`src/charge_bank_pkg.sv`:
```
// shared constants, types and bank decoding for the charge bank sequencer
package charge_bank_pkg;

  // ----------------------------------------------------------------------
  // timing
  // ----------------------------------------------------------------------
  localparam int CLK_PERIOD_NS  = 100;            // core_clk at 10 MHz
  localparam int SEC_NS         = 1_000_000_000;  // one regulation second
  localparam int SEC_CYCLES     = SEC_NS / CLK_PERIOD_NS;
  localparam int SER_BIT_NS     = 104_167;        // one bit at 9600 baud
  localparam int SER_BIT_CYCLES = SER_BIT_NS / CLK_PERIOD_NS;  // rounds down

  // ----------------------------------------------------------------------
  // regulator states and bank patterns (bit 0 = bank A .. bit 3 = bank D)
  // ----------------------------------------------------------------------
  localparam logic [3:0] STATE_RESET       = 4'h0;
  localparam logic [3:0] STATE_BOOST_LAST  = 4'h3;
  localparam logic [3:0] STATE_FLOAT_FIRST = 4'h4;
  localparam logic [3:0] STATE_LAST        = 4'h8;
  localparam logic [3:0] BANKS_ALL         = 4'hF;
  localparam logic [3:0] BANKS_NONE        = 4'h0;
  localparam logic [3:0] BANK_IDX_LAST     = 4'h3;

  // ----------------------------------------------------------------------
  // self-test patterns
  // ----------------------------------------------------------------------
  localparam logic [3:0] NVM_TEST_ADDR = 4'h0;
  localparam logic [7:0] NVM_PATTERN   = 8'hA5;
  localparam logic [7:0] SER_PATTERN   = 8'h55;

  typedef enum logic [2:0] {
    TS_CHARGE, TS_LOAD, TS_MEM_WR, TS_MEM_RD, TS_BANKS, TS_STATES, TS_SERIAL
  } test_step_e;

  typedef enum logic [2:0] {
    ENT_IDLE, ENT_CAL, ENT_INC1, ENT_INC2, ENT_RUN
  } entry_e;

  // banks switched on in each regulator state; illegal codes give none
  function automatic logic [3:0] bank_mask(input logic [3:0] st);
    case (st)
      4'h0:    bank_mask = 4'hF;
      4'h1:    bank_mask = 4'h7;
      4'h2:    bank_mask = 4'h3;
      4'h3:    bank_mask = 4'h1;
      4'h4:    bank_mask = 4'h0;
      4'h5:    bank_mask = 4'h1;
      4'h6:    bank_mask = 4'h3;
      4'h7:    bank_mask = 4'h7;
      4'h8:    bank_mask = 4'hF;
      default: bank_mask = 4'h0;
    endcase
  endfunction

endpackage

```
`src/nvm_scratch.sv`:
```
// small scratch memory exercised by the self-test write/read check
`timescale 1ns/1ns
module nvm_scratch
  import charge_bank_pkg::*;
(
  input  wire logic       core_clk, // system clock
  input  wire logic       sys_rst,  // synchronous reset, clears read data
  input  wire logic       wr_en,    // write strobe
  input  wire logic       rd_en,    // read strobe
  input  wire logic [3:0] addr,     // word address
  input  wire logic [7:0] wr_data,  // write data
  output logic      [7:0] rd_data   // registered read data
);

  logic [7:0] mem [16];

  // array has no reset; only the read register is cleared
  always_ff @(posedge core_clk) begin
    if (wr_en) begin
      mem[addr] <= wr_data;
    end
  end

  always_ff @(posedge core_clk) begin
    if (sys_rst) begin
      rd_data <= 8'h00;
    end else if (rd_en) begin
      rd_data <= mem[addr];
    end
  end

endmodule

```
`src/key_entry.sv`:
```
// keypad synchroniser, self-test entry sequence, pause and exit control
`timescale 1ns/1ns
module key_entry
  import charge_bank_pkg::*;
(
  input  wire logic core_clk,      // system clock
  input  wire logic sys_rst,       // synchronous reset
  input  wire logic cal_key,       // calibration key pin, high pressed
  input  wire logic increment_key, // increment key pin, high pressed
  input  wire logic decrement_key, // decrement key pin, high pressed
  output logic      test_active,   // self-test running
  output logic      test_paused    // self-test frozen in its step
);

  // ----------------------------------------------------------------------
  // two-stage synchronisers, then a third stage for edge detection
  // ----------------------------------------------------------------------
  logic [2:0] key_s1, key_s2, key_s3;
  entry_e     entry, next_entry;

  always_ff @(posedge core_clk) begin
    if (sys_rst) begin
      key_s1 <= 3'h0;
      key_s2 <= 3'h0;
      key_s3 <= 3'h0;
    end else begin
      key_s1 <= {decrement_key, increment_key, cal_key};
      key_s2 <= key_s1;
      key_s3 <= key_s2;
    end
  end

  wire [2:0] press   = key_s2 & ~key_s3;  // one pulse per key press
  wire       cal_p   = press[0];
  wire       inc_p   = press[1];
  wire       dec_p   = press[2];
  wire       any_p   = |press;

  // entry sequence: cal, inc, inc, cal; a stray key starts over, except in ENT_CAL where it is ignored
  always_comb begin
    next_entry = entry;
    case (entry)
      ENT_IDLE: if (cal_p) next_entry = ENT_CAL;
      ENT_CAL:  if (any_p) next_entry = inc_p ? ENT_INC1 : ENT_CAL;
      ENT_INC1: if (any_p) next_entry = inc_p ? ENT_INC2
                                     : (cal_p ? ENT_CAL : ENT_IDLE);
      ENT_INC2: if (any_p) next_entry = cal_p ? ENT_RUN : ENT_IDLE;
      ENT_RUN:  if (dec_p) next_entry = ENT_IDLE;
      default:  next_entry = ENT_IDLE;
    endcase
  end

  always_ff @(posedge core_clk) begin
    if (sys_rst) begin
      entry       <= ENT_IDLE;
      test_active <= 1'b0;
      test_paused <= 1'b0;
    end else begin
      entry       <= next_entry;
      test_active <= (next_entry == ENT_RUN);
      // decrement wins over a simultaneous increment
      if (next_entry != ENT_RUN) begin
        test_paused <= 1'b0;
      end else if (entry == ENT_RUN && inc_p) begin
        test_paused <= ~test_paused;
      end
    end
  end
endmodule

```
`src/charge_bank_state_sequencer.sv`:
```
// charge bank regulation state sequencer with hardware self-test cycle
`timescale 1ns/1ns
// Operation
// one of nine states selects the banks
// reset enters state 0, all banks on
// next state from state and voltage only
// boost states step after programmed delay
// float states step once per second
// boost stepping drops bank D first
// operator keys cal, inc, inc, cal
// increment pauses and resumes the test
// decrement ends the test
// test drives banks A, B, C, D singly
// alarm byte shows inputs 1..7 on bits 0..6
// memory check result is presented
// tester loops serial output to input
// test cycle charge, load, memory, states, serial; the code also runs a banks step between memory and states
// illegal state codes return to state 0
module charge_bank_state_sequencer
  import charge_bank_pkg::*;
#(
  parameter int SEC_COUNT = SEC_CYCLES  // cycles per regulation second
)(
  input  wire logic        core_clk,       // system clock, 10 MHz
  input  wire logic        sys_rst,        // synchronous reset, active high
  input  wire logic [11:0] batt_mv,        // measured battery voltage
  input  wire logic [11:0] boost_limit_mv, // boost step-off threshold
  input  wire logic [11:0] float_limit_mv, // float regulation threshold
  input  wire logic [7:0]  delay_sec,      // boost state change delay
  input  wire logic        cal_key,        // calibration key pin
  input  wire logic        increment_key,  // increment key pin
  input  wire logic        decrement_key,  // decrement key pin
  input  wire logic [6:0]  alarm_in,       // alarm inputs 1..7, high active
  output logic      [3:0]  bank_on,        // bank switches, bit 0 = bank A
  output logic             charge_on,      // charge path switch
  output logic             load_on,        // load switch
  output logic      [3:0]  shown_state,    // regulator or test state index
  output logic      [7:0]  alarm_byte,     // alarm input byte for display
  output logic             mem_pass,       // last memory check passed
  output logic             mem_fail,       // last memory check failed
  output logic             serial_tx,      // serial output, idle high
  output logic             test_active,    // self-test running
  output logic             test_paused     // self-test frozen
);

  // ----------------------------------------------------------------------
  // declarations
  // ----------------------------------------------------------------------
  logic [23:0] sec_cnt;
  logic [7:0]  dly_cnt;
  logic [3:0]  reg_state, next_reg_state;
  test_step_e  test_step, next_step;
  logic [3:0]  test_idx, next_idx;
  logic        loop_flip;
  logic [10:0] ser_cnt;
  logic [9:0]  tx_shift;
  logic [6:0]  alarm_s1, alarm_s2;
  logic [7:0]  nvm_rd;
  logic [3:0]  next_bank;

  // ----------------------------------------------------------------------
  // keypad and self-test entry
  // ----------------------------------------------------------------------
  key_entry key_entry_i (
    .core_clk      (core_clk),
    .sys_rst       (sys_rst),
    .cal_key       (cal_key),
    .increment_key (increment_key),
    .decrement_key (decrement_key),
    .test_active   (test_active),
    .test_paused   (test_paused)
  );

  // ----------------------------------------------------------------------
  // one-second tick and boost delay
  // ----------------------------------------------------------------------
  wire tick      = (sec_cnt == 24'(SEC_COUNT - 1));
  wire in_boost  = (reg_state <= STATE_BOOST_LAST);
  wire in_float  = (reg_state >= STATE_FLOAT_FIRST) &&
                   (reg_state <= STATE_LAST);
  wire boost_due = tick && ({1'b0, dly_cnt} + 9'h001 >= {1'b0, delay_sec});
  wire eval      = !test_active &&
                   (in_boost ? boost_due : tick);  // see

  // delay restarts whenever a boost evaluation fires
  always_ff @(posedge core_clk) begin
    if (sys_rst) begin
      sec_cnt <= 24'h0000;
      dly_cnt <= 8'h00;
    end else begin
      sec_cnt <= tick ? 24'h0000 : sec_cnt + 24'h0001;
      if (!in_boost || test_active || boost_due) begin
        dly_cnt <= 8'h00;
      end else if (tick) begin
        dly_cnt <= dly_cnt + 8'h01;
      end
    end
  end

  // ----------------------------------------------------------------------
  // regulation state choice: only state and battery voltage steer it
  // ----------------------------------------------------------------------
  wire boost_hi = (batt_mv > boost_limit_mv);
  wire float_hi = (batt_mv > float_limit_mv);

  always_comb begin
    next_reg_state = reg_state;
    if (eval) begin
      case (reg_state)
        4'h0, 4'h1, 4'h2, 4'h3: begin
          // step toward state 4, shedding bank D first
          if (boost_hi) begin
            next_reg_state = reg_state + 4'h1;
          end else if (reg_state != STATE_RESET) begin
            next_reg_state = reg_state - 4'h1;
          end
        end
        4'h4, 4'h5, 4'h6, 4'h7, 4'h8: begin
          if (float_hi && reg_state != STATE_FLOAT_FIRST) begin
            next_reg_state = reg_state - 4'h1;
          end else if (!float_hi && reg_state != STATE_LAST) begin
            next_reg_state = reg_state + 4'h1;
          end
        end
        default: next_reg_state = STATE_RESET;
      endcase
    end else if (reg_state > STATE_LAST) begin
      next_reg_state = STATE_RESET;
    end
  end

  always_ff @(posedge core_clk) begin
    if (sys_rst) begin
      reg_state <= STATE_RESET;
    end else begin
      reg_state <= next_reg_state;
    end
  end

  // ----------------------------------------------------------------------
  // self-test step sequence; a pause freezes the step and its index
  // ----------------------------------------------------------------------
  wire adv = test_active && !test_paused && tick;

  always_comb begin
    next_step = test_step;
    next_idx  = test_idx;
    case (test_step)
      TS_CHARGE: next_step = TS_LOAD;
      TS_LOAD:   next_step = TS_MEM_WR;
      TS_MEM_WR: next_step = TS_MEM_RD;
      TS_MEM_RD: next_step = TS_BANKS;
      TS_BANKS: begin
        if (test_idx == BANK_IDX_LAST) begin
          next_step = TS_STATES;
          next_idx  = 4'h0;
        end else begin
          next_idx  = test_idx + 4'h1;
        end
      end
      TS_STATES: begin
        if (test_idx == STATE_LAST) begin
          next_step = TS_SERIAL;
          next_idx  = 4'h0;
        end else begin
          next_idx  = test_idx + 4'h1;
        end
      end
      TS_SERIAL: next_step = TS_CHARGE;
      default:   next_step = TS_CHARGE;
    endcase
  end

  always_ff @(posedge core_clk) begin
    if (sys_rst || !test_active) begin
      test_step <= TS_CHARGE;
      test_idx  <= 4'h0;
      loop_flip <= 1'b0;
    end else if (adv) begin
      test_step <= next_step;
      test_idx  <= next_idx;
      if (test_step == TS_SERIAL) begin
        loop_flip <= ~loop_flip;  // alternate pattern to catch stuck bits
      end
    end
  end

  // ----------------------------------------------------------------------
  // memory check: write in one step, read back and judge at its end
  // ----------------------------------------------------------------------
  wire [7:0] nvm_word = loop_flip ? ~NVM_PATTERN : NVM_PATTERN;

  nvm_scratch nvm_scratch_i (
    .core_clk (core_clk),
    .sys_rst  (sys_rst),
    .wr_en    (test_active && test_step == TS_MEM_WR),
    .rd_en    (test_active && test_step == TS_MEM_RD),
    .addr     (NVM_TEST_ADDR),
    .wr_data  (nvm_word),
    .rd_data  (nvm_rd)
  );

  wire judge = adv && test_step == TS_MEM_RD;

  always_ff @(posedge core_clk) begin
    if (sys_rst) begin
      mem_pass <= 1'b0;
      mem_fail <= 1'b0;
    end else if (judge) begin
      mem_pass <= (nvm_rd == nvm_word);
      mem_fail <= (nvm_rd != nvm_word);
    end
  end

  // ----------------------------------------------------------------------
  // serial frame: start bit, pattern LSB first, stop bit, once per pass
  // ----------------------------------------------------------------------
  wire ser_bit = (ser_cnt == 11'(SER_BIT_CYCLES - 1));

  always_ff @(posedge core_clk) begin
    if (sys_rst || test_step != TS_SERIAL) begin
      ser_cnt  <= 11'h000;
      tx_shift <= {1'b1, SER_PATTERN, 1'b0};
    end else begin
      ser_cnt <= ser_bit ? 11'h000 : ser_cnt + 11'h001;
      if (ser_bit) begin
        tx_shift <= {1'b1, tx_shift[9:1]};  // refills with idle level
      end
    end
  end

  // ----------------------------------------------------------------------
  // alarm inputs: synchronised, input 1 lands on bit 0
  // ----------------------------------------------------------------------
  always_ff @(posedge core_clk) begin
    if (sys_rst) begin
      alarm_s1   <= 7'h00;
      alarm_s2   <= 7'h00;
      alarm_byte <= 8'h00;
    end else begin
      alarm_s1   <= alarm_in;
      alarm_s2   <= alarm_s1;
      alarm_byte <= {1'b0, alarm_s2};
    end
  end

  // ----------------------------------------------------------------------
  // switch outputs: test steps override the regulator pattern
  // ----------------------------------------------------------------------
  always_comb begin
    case (test_step)
      TS_BANKS:  next_bank = 4'h1 << test_idx[1:0];
      TS_STATES: next_bank = bank_mask(test_idx);
      default:   next_bank = BANKS_NONE;
    endcase
    if (!test_active) begin
      next_bank = bank_mask(next_reg_state);
    end
  end

  always_ff @(posedge core_clk) begin
    if (sys_rst) begin
      bank_on     <= BANKS_ALL;
      charge_on   <= 1'b1;
      load_on     <= 1'b1;
      shown_state <= STATE_RESET;
      serial_tx   <= 1'b1;
    end else begin
      bank_on     <= next_bank;
      charge_on   <= !test_active || test_step != TS_LOAD;
      load_on     <= !test_active || test_step != TS_CHARGE;
      shown_state <= (test_active && test_step == TS_STATES) ?
                     test_idx : next_reg_state;
      serial_tx   <= (test_step == TS_SERIAL) ? tx_shift[0] : 1'b1;
    end
  end
endmodule

```
`config.mk`:
```
export PLATFORM = sky130hd
export DESIGN_NAME = charge_bank_state_sequencer
export DESIGN_NICKNAME = d
export VERILOG_FILES = /design/src/charge_bank_pkg.sv /design/src/nvm_scratch.sv /design/src/key_entry.sv /design/src/charge_bank_state_sequencer.sv
export SDC_FILE = /design/constraint.sdc
export NUM_CORES = 1
export LEC_CHECK = 0
export CAP_MARGIN = 20
export CORE_ASPECT_RATIO = 0.9
export CORE_MARGIN = 8
export CORE_UTILIZATION = 45
export DETAILED_ROUTE_END_ITERATION = 16
export DONT_BUFFER_PORTS = 1
export PLACE_DENSITY_LB_ADDON = 0.15
export SLEW_MARGIN = 10
export SYNTH_ARGS = -nofsm -noshare
export SYNTH_HDL_FRONTEND = slang
export SYNTH_SLANG_ARGS = --single-unit
```
`constraint.sdc`:
```
create_clock -name core_clk -period 7.95 [get_ports core_clk]
set_input_delay 1.59 -clock core_clk [delete_from_list [all_inputs] [get_ports core_clk]]
set_output_delay 1.59 -clock core_clk [all_outputs]
set_load 0.01 [all_outputs]
```
== Word-level counts from Yosys, hierarchy flattened ==
Memory sizes are Yosys's and may differ from the RTL's. A register that Yosys moved wholly into a read port is not among the register bits.
Index checks and enable logic that the tools add are counted.

* Add/sub/neg operators: 7
* Multiply operators: 0
* Div/mod/pow operators: 0
* Magnitude comparators: 5
* Eq/ne operators: 32
* Shift operators: 1
* Multiplexer cells: 32
* Bitwise logic cells: 5
* Reduce and logical (&&, ||, !) cells: 38

{| class="wikitable"
|+ Operators by type and width
! cell !! number
|-
| $mux W4 || 12
|-
| $mux W3 || 9
|-
| $add A24 B1 Y24 const B || 1
|-
| $eq A24 B24 Y1 const B || 1
|-
| $gt A12 B12 Y1 || 2
|-
| $pmux W4 S2 || 3
|-
| $pmux W3 S6 || 1
|-
| $eq A4 B3 Y1 const B || 4
|-
| $eq A3 B3 Y1 const B || 5
|-
| $pmux W3 S5 || 1
|-
| $eq A3 B2 Y1 const B || 4
|-
| $eq A4 B2 Y1 const B || 3
|-
| $add A11 B1 Y11 const B || 1
|-
| $eq A11 B11 Y1 const B || 1
|-
| $logic_and A1 B1 Y1 || 11
|-
| $reduce_or A2 Y1 || 5
|-
| $add A8 B1 Y9 const B || 1
|-
| $ge A9 B8 Y1 || 1
|-
| $add A4 B1 Y4 const B || 2
|-
| $add A8 B1 Y8 const B || 1
|-
| $eq A4 B4 Y1 const B || 2
|-
| $eq A8 B8 Y1 || 1
|-
| $mux W8 || 1
|-
| $ne A8 B8 Y1 || 1
|-
| other kinds (28) || 46
|}

* Flip-flop bits (word level): 113
* Bits in latches: 0
* RAM bits: 128
* ROM bits: 128
* Bits of input ports: 56
* Output and inout bits: 23
* Word-level logic and storage cells: 148
* Memories kept: 3

{| class="wikitable"
|+ Memory list
! memory !! words !! bits a word !! rd ports !! clocked after Yosys merged registers in !! wr ports !! line !! RTL
|-
| nvm_scratch_i.mem || 16 || 8 || 1 || 1 || 1 || nvm_scratch.sv:15 || <nowiki>logic [7:0] mem [16];</nowiki>
|-
| (no name shown) || 16 || 4 || 1 || 1 || 0 || charge_bank_pkg.sv:41 || <nowiki>case (st)</nowiki>
|-
| (no name shown) || 16 || 4 || 1 || 0 || 0 || charge_bank_pkg.sv:41 ||
|}

== Depth between registers and ports, before layout ==
An unclocked memory read counts as a cell.

* Depth in word-level cells: 9
* Gate-level depth with buffers: 15

== By module ==
A second synthesis with hierarchy kept.

* Cells, all modules: 973
* Area total of the unflattened synthesis: 11273.3 µm²

{| class="wikitable"
|+ By module, submodules not included
! module !! instances !! cells an instance !! area each (µm²) !! seq. area each (µm²)
|-
| charge_bank_state_sequencer || 1 || 632 || 5440.2 || 2042.0
|-
| nvm_scratch || 1 || 296 || 5337.6 || 4003.8
|-
| key_entry || 1 || 45 || 495.5 || 280.3
|}

== Worst setup path before layout ==
OpenSTA, ideal clock, no wires.

* Path type: in2reg
* From: in float_limit_mv[10]
* To: reg bank_on[2]
* Data arrival time: 3.967 ns
* Slack: 3.910 ns
* Stages on the path: 11
* Path buffers: 1
* Path through: inv_1 > ha_1 > nand4_1 > a211oi_1 > o31a_1 > mux2_2 > o2111ai_1 > and2_1 > buf_2 > mux2_2 > o211ai_2

* Word-level cells in the longest chain between the ends: 9

{| class="wikitable"
|+ Ends and longest elaborated chain
! item !! line !! RTL
|-
| from (decl) || charge_bank_state_sequencer.sv:28 || <nowiki>input wire logic [11:0] float_limit_mv,</nowiki>
|-
| $gt A12 B12 Y1 * || charge_bank_state_sequencer.sv:104 || <nowiki>wire float_hi = (batt_mv > float_limit_mv);</nowiki>
|-
| $logic_not A1 Y1 || charge_bank_state_sequencer.sv:121 || <nowiki>end else if (!float_hi && reg_state != STATE_LAST) begin</nowiki>
|-
| $logic_and A1 B1 Y1 || charge_bank_state_sequencer.sv:121 ||
|-
| $mux W4 || charge_bank_state_sequencer.sv:121 ||
|-
| $mux W4 * || charge_bank_state_sequencer.sv:119 || <nowiki>if (float_hi && reg_state != STATE_FLOAT_FIRST) begin</nowiki>
|-
| $pmux W4 S2 * || charge_bank_state_sequencer.sv:109 || <nowiki>case (reg_state)</nowiki>
|-
| $mux W4 * || charge_bank_state_sequencer.sv:108 || <nowiki>if (eval) begin</nowiki>
|-
| $mem_v2 Z16 W4 * || - ||
|-
| $mux W4 * || charge_bank_state_sequencer.sv:256 || <nowiki>if (!test_active) begin</nowiki>
|-
| to (signal assigned) || charge_bank_state_sequencer.sv:269 || <nowiki>bank_on <= next_bank;</nowiki>
|-
| to (decl) || charge_bank_state_sequencer.sv:34 || <nowiki>output logic [3:0] bank_on,</nowiki>
|}

Every way passes the cells marked *; elsewhere a longest branch is shown, timed or not.
A chain may end at the register's enable or synchronous reset.

== Final worst setup path ==
Ends and elaborated chain as after synthesis.

==> impl_metrics.py <==
metrics = {
    "logic_synthesis": {
        "yosys_most_used_dff": "dfxtp_1",
        "yosysSeqAreaShare": 0.3998,
        "synth-edff-count": 2,
        "synth_cell_types": 68,
        "synth_top_area_frac": 0.3899,
        "synth_area_per_cell_um2": 8.630,
        "synth_top_area_cell": "dfxtp_1",
        "async_flop_share": 0,
        "synth-seq-cells": 120,
        "syn_area_um2": 6058,
        "syn_inst": 702,
        "yosysWarnings": 0,
        "synth_area_leaders": "dfxtp_1 (39%), ha_1 (9.1%), nor2_1 (5.3%)",
        "synth_nets": 802,
    },
    "layout": {
        "fin_cells": 882,
        "diodes": 0,
        "design_area_um2": 6779,
        "drive_above_1_share": 0.07843,
        "fillerInstances": 1230,
        "area_growth_pct": 11.90,
        "nets": 801,
        "final_cell_mix": "dfxtp_1 (118), nor2_1 (85), nand2_1 (64)",
        "final_common_cell": "dfxtp_1",
    },
    "min_path": {
        "min_path_type": "reg2reg",
    },
    "cts": {
        "post-cts-setup-buffers": 0,
        "cts_tree": "done",
        "cts.sinks": 120,
        "h-tree-depth": 4,
        "cts_inserted_buffers": 17,
        "clkSlewWorstSetupHoldPaths_ns": 0.06,
        "cts-hold-fix-buffers": 0,
        "cts_root_buf": "clkbuf_16",
        "clk_latency_ns": 0.41,
        "cts_resized": 0,
        "cts_max_path_buffers": 2,
    },
    "setup_path": {
        "cp.required_ns": 8.29,
        "cp.arrival_ns": 4.25,
        "worstSetupPathType": "in2reg",
        "startpoint_type": "input pin",
        "cp_max_fo": 7,
        "end_kind": "flip-flop",
    },
    "global_routing": {
        "grt_max_degree": 57,
        "gr-total-overflow": 0,
        "grt_pass1_vias": 4503,
        "grt_pass1_wl_mm": 21.11,
        "gr-usage-all-layers": 0.1421,
        "antenna_found_initial": 0,
    },
    "floorplanning": {
        "rows": 40,
        "io-pin-count": 79,
        "initial_core_util": 0.4568,
        "core_um2": 13260,
        "die_w_um": 138.3,
        "die_h_um": 126.1,
        "die_area_um2": 17440,
    },
    "job": {
        "drv_cap": 0,
    },
    "sta": {
        "skew_ns": 0.008263,
        "relSlewSlack": 0.4001,
        "maxSlewViolCount": 0,
        "setup_viol": 0,
        "worst_slew_pin_slew_ns": 0.8998,
        "period_minus_slack_ns": 3.918,
        "min_period_over_period": 0.4928,
        "tns_ns": 0,
        "hold_viol": 0,
        "fmax_mhz": 255.3,
        "rsz0062_at_grt": "no",
    },
    "drt": {
        "firstDrtPassIters": 4,
        "wl_per_cell_um": 13.86,
        "ant_nets": 0,
        "wl_mm": 12.22,
        "routed_via_density": 5.300,
        "num_vias": 4675,
        "drcViolationCount": 0,
        "drt_iter0_drc": 355,
    },
    "power_and_ir_drop": {
        "p_per_area_nw_per_um2": 209.7,
        "p_leak_nw": 2.707,
        "irDropWorstVdd_mv": 0.1929,
    },
    "placed_design": {
        "place.gp.congestion": 0.8396,
        "dp.cells": 850,
        "portBuffers": 0,
        "placed_cell_area_um2": 6190,
        "hpwl_mm": 9.065,
    },
    "status": {
        "status": "finished, final reports clean",
    },
}
-- Yosys cell counts (all sizes together), types with 16 or more instances --
cell type / instances
nor2: 88
nand2: 64
clkbuf: 17
o21ai: 16
xor2: 29
a21oi: 39
nand3: 26
inv: 46
mux2i: 17
nor3: 16
dfxtp: 118
nor2b: 38
ha: 44
-- state kept, by name (all words and copies together) (netlist names), 2 cells and up, named ones only --
name and count:
sec_cnt 24, ser_cnt 11, tx_shift 9, dly_cnt 8
alarm_byte 7, alarm_s1 7, alarm_s2 7, bank_on 4
reg_state 4, shown_state 4, test_idx 4, key_entry_i.entry 3
key_entry_i.key_s1 3, key_entry_i.key_s2 3, key_entry_i.key_s3 3, test_step 3
nvm_scratch_i.mem 2, nvm_scratch_i.rd_data 2
-- layer usage --
metal / wire, um / vias to the layer above / track usage
met2: 5574 / 108 / 0.2293
li1: - / 2407 / -
met3: 621 / 18 / 0.04621
met5: 0 / - / 0
met4: 213 / 0 / 0.06130
met1: 5815 / 2142 / 0.1702
-- kinds of logic after synthesis --
logic type               Yosys count  synth area share
AND/OR/NAND/NOR                  305            0.2559
flip-flops                       120            0.3998
AO/OA/AOI/OAI                    101            0.1124
buffers and inverters             67           0.04275
adder cells (fa/ha/maj)           44           0.09087
XOR/XNOR                          43           0.06216
multiplexers                      21           0.03552
other                              1         0.0006190
-- where the power goes --
part           leakage, nW  total, mW  switching, mW  internal [mW]
Clock                0.289      0.753          0.300          0.453
Sequential           0.975      0.615        0.00401          0.611
Combinational         1.44     0.0537         0.0297         0.0240
-- area by class of cell --
| type | count | area (um2) | area share |
|---|---|---|---|
| Sequential cell | 120 | 2422 | 0.3573 |
| Clock buffer | 18 | 439.2 | 0.06478 |
| Clock inverter | 14 | 150.1 | 0.02215 |
| Tap cell | 168 | 210.2 | 0.03101 |
| Timing Repair Buffer | 1 | 7.507 | 0.001107 |
| Inverter | 46 | 172.7 | 0.02547 |
| Multi-Input combinational cell | 515 | 3377 | 0.4982 |
-- stage by stage --
step | power, mW | setup slack (ns) | utilization | hold slack (ns)
finish | 1.421 | 4.032 | 0.5111 | 0.4322
CTS | 1.441 | 4.069 | 0.5111 | 0.4354
detailed placement | 0.6811 | 3.661 | 0.4667 | 0.4226
global route | 1.480 | 3.812 | 0.5111 | 0.4479
global placement | 0.6782 | 3.736 | 0.4667 | 0.4215
floorplan | 0.6735 | 3.910 | - | 0.4138
-- worst paths after layout --
kind                                         startpoint                       end  slack [ns]  depth (start not counted)
worst max-delay path                 float_limit_mv[10]     bank_on[2]$_SDFF_PP1_        4.03                         10
worst min-delay path             alarm_s2[0]$_SDFF_PP0_  alarm_byte[0]$_SDFF_PP0_        0.43                          1
worst max register to register  dly_cnt[0]$_SDFFE_PP0N_     bank_on[1]$_SDFF_PP1_        4.50                         14
worst min register to register   alarm_s2[0]$_SDFF_PP0_  alarm_byte[0]$_SDFF_PP0_        0.43                          1
-- worst max-delay path, stage by stage --
cell,delay (ns)
inv_1,0.02
ha_1,0.30
nand4_1,0.18
a211oi_1,0.44
o31a_1,0.34
mux2_2,0.39
o2111ai_1,0.17
and2_1,0.31
mux2_2,0.38
o211ai_2,0.13
Power figures use the tool's default switching activity.
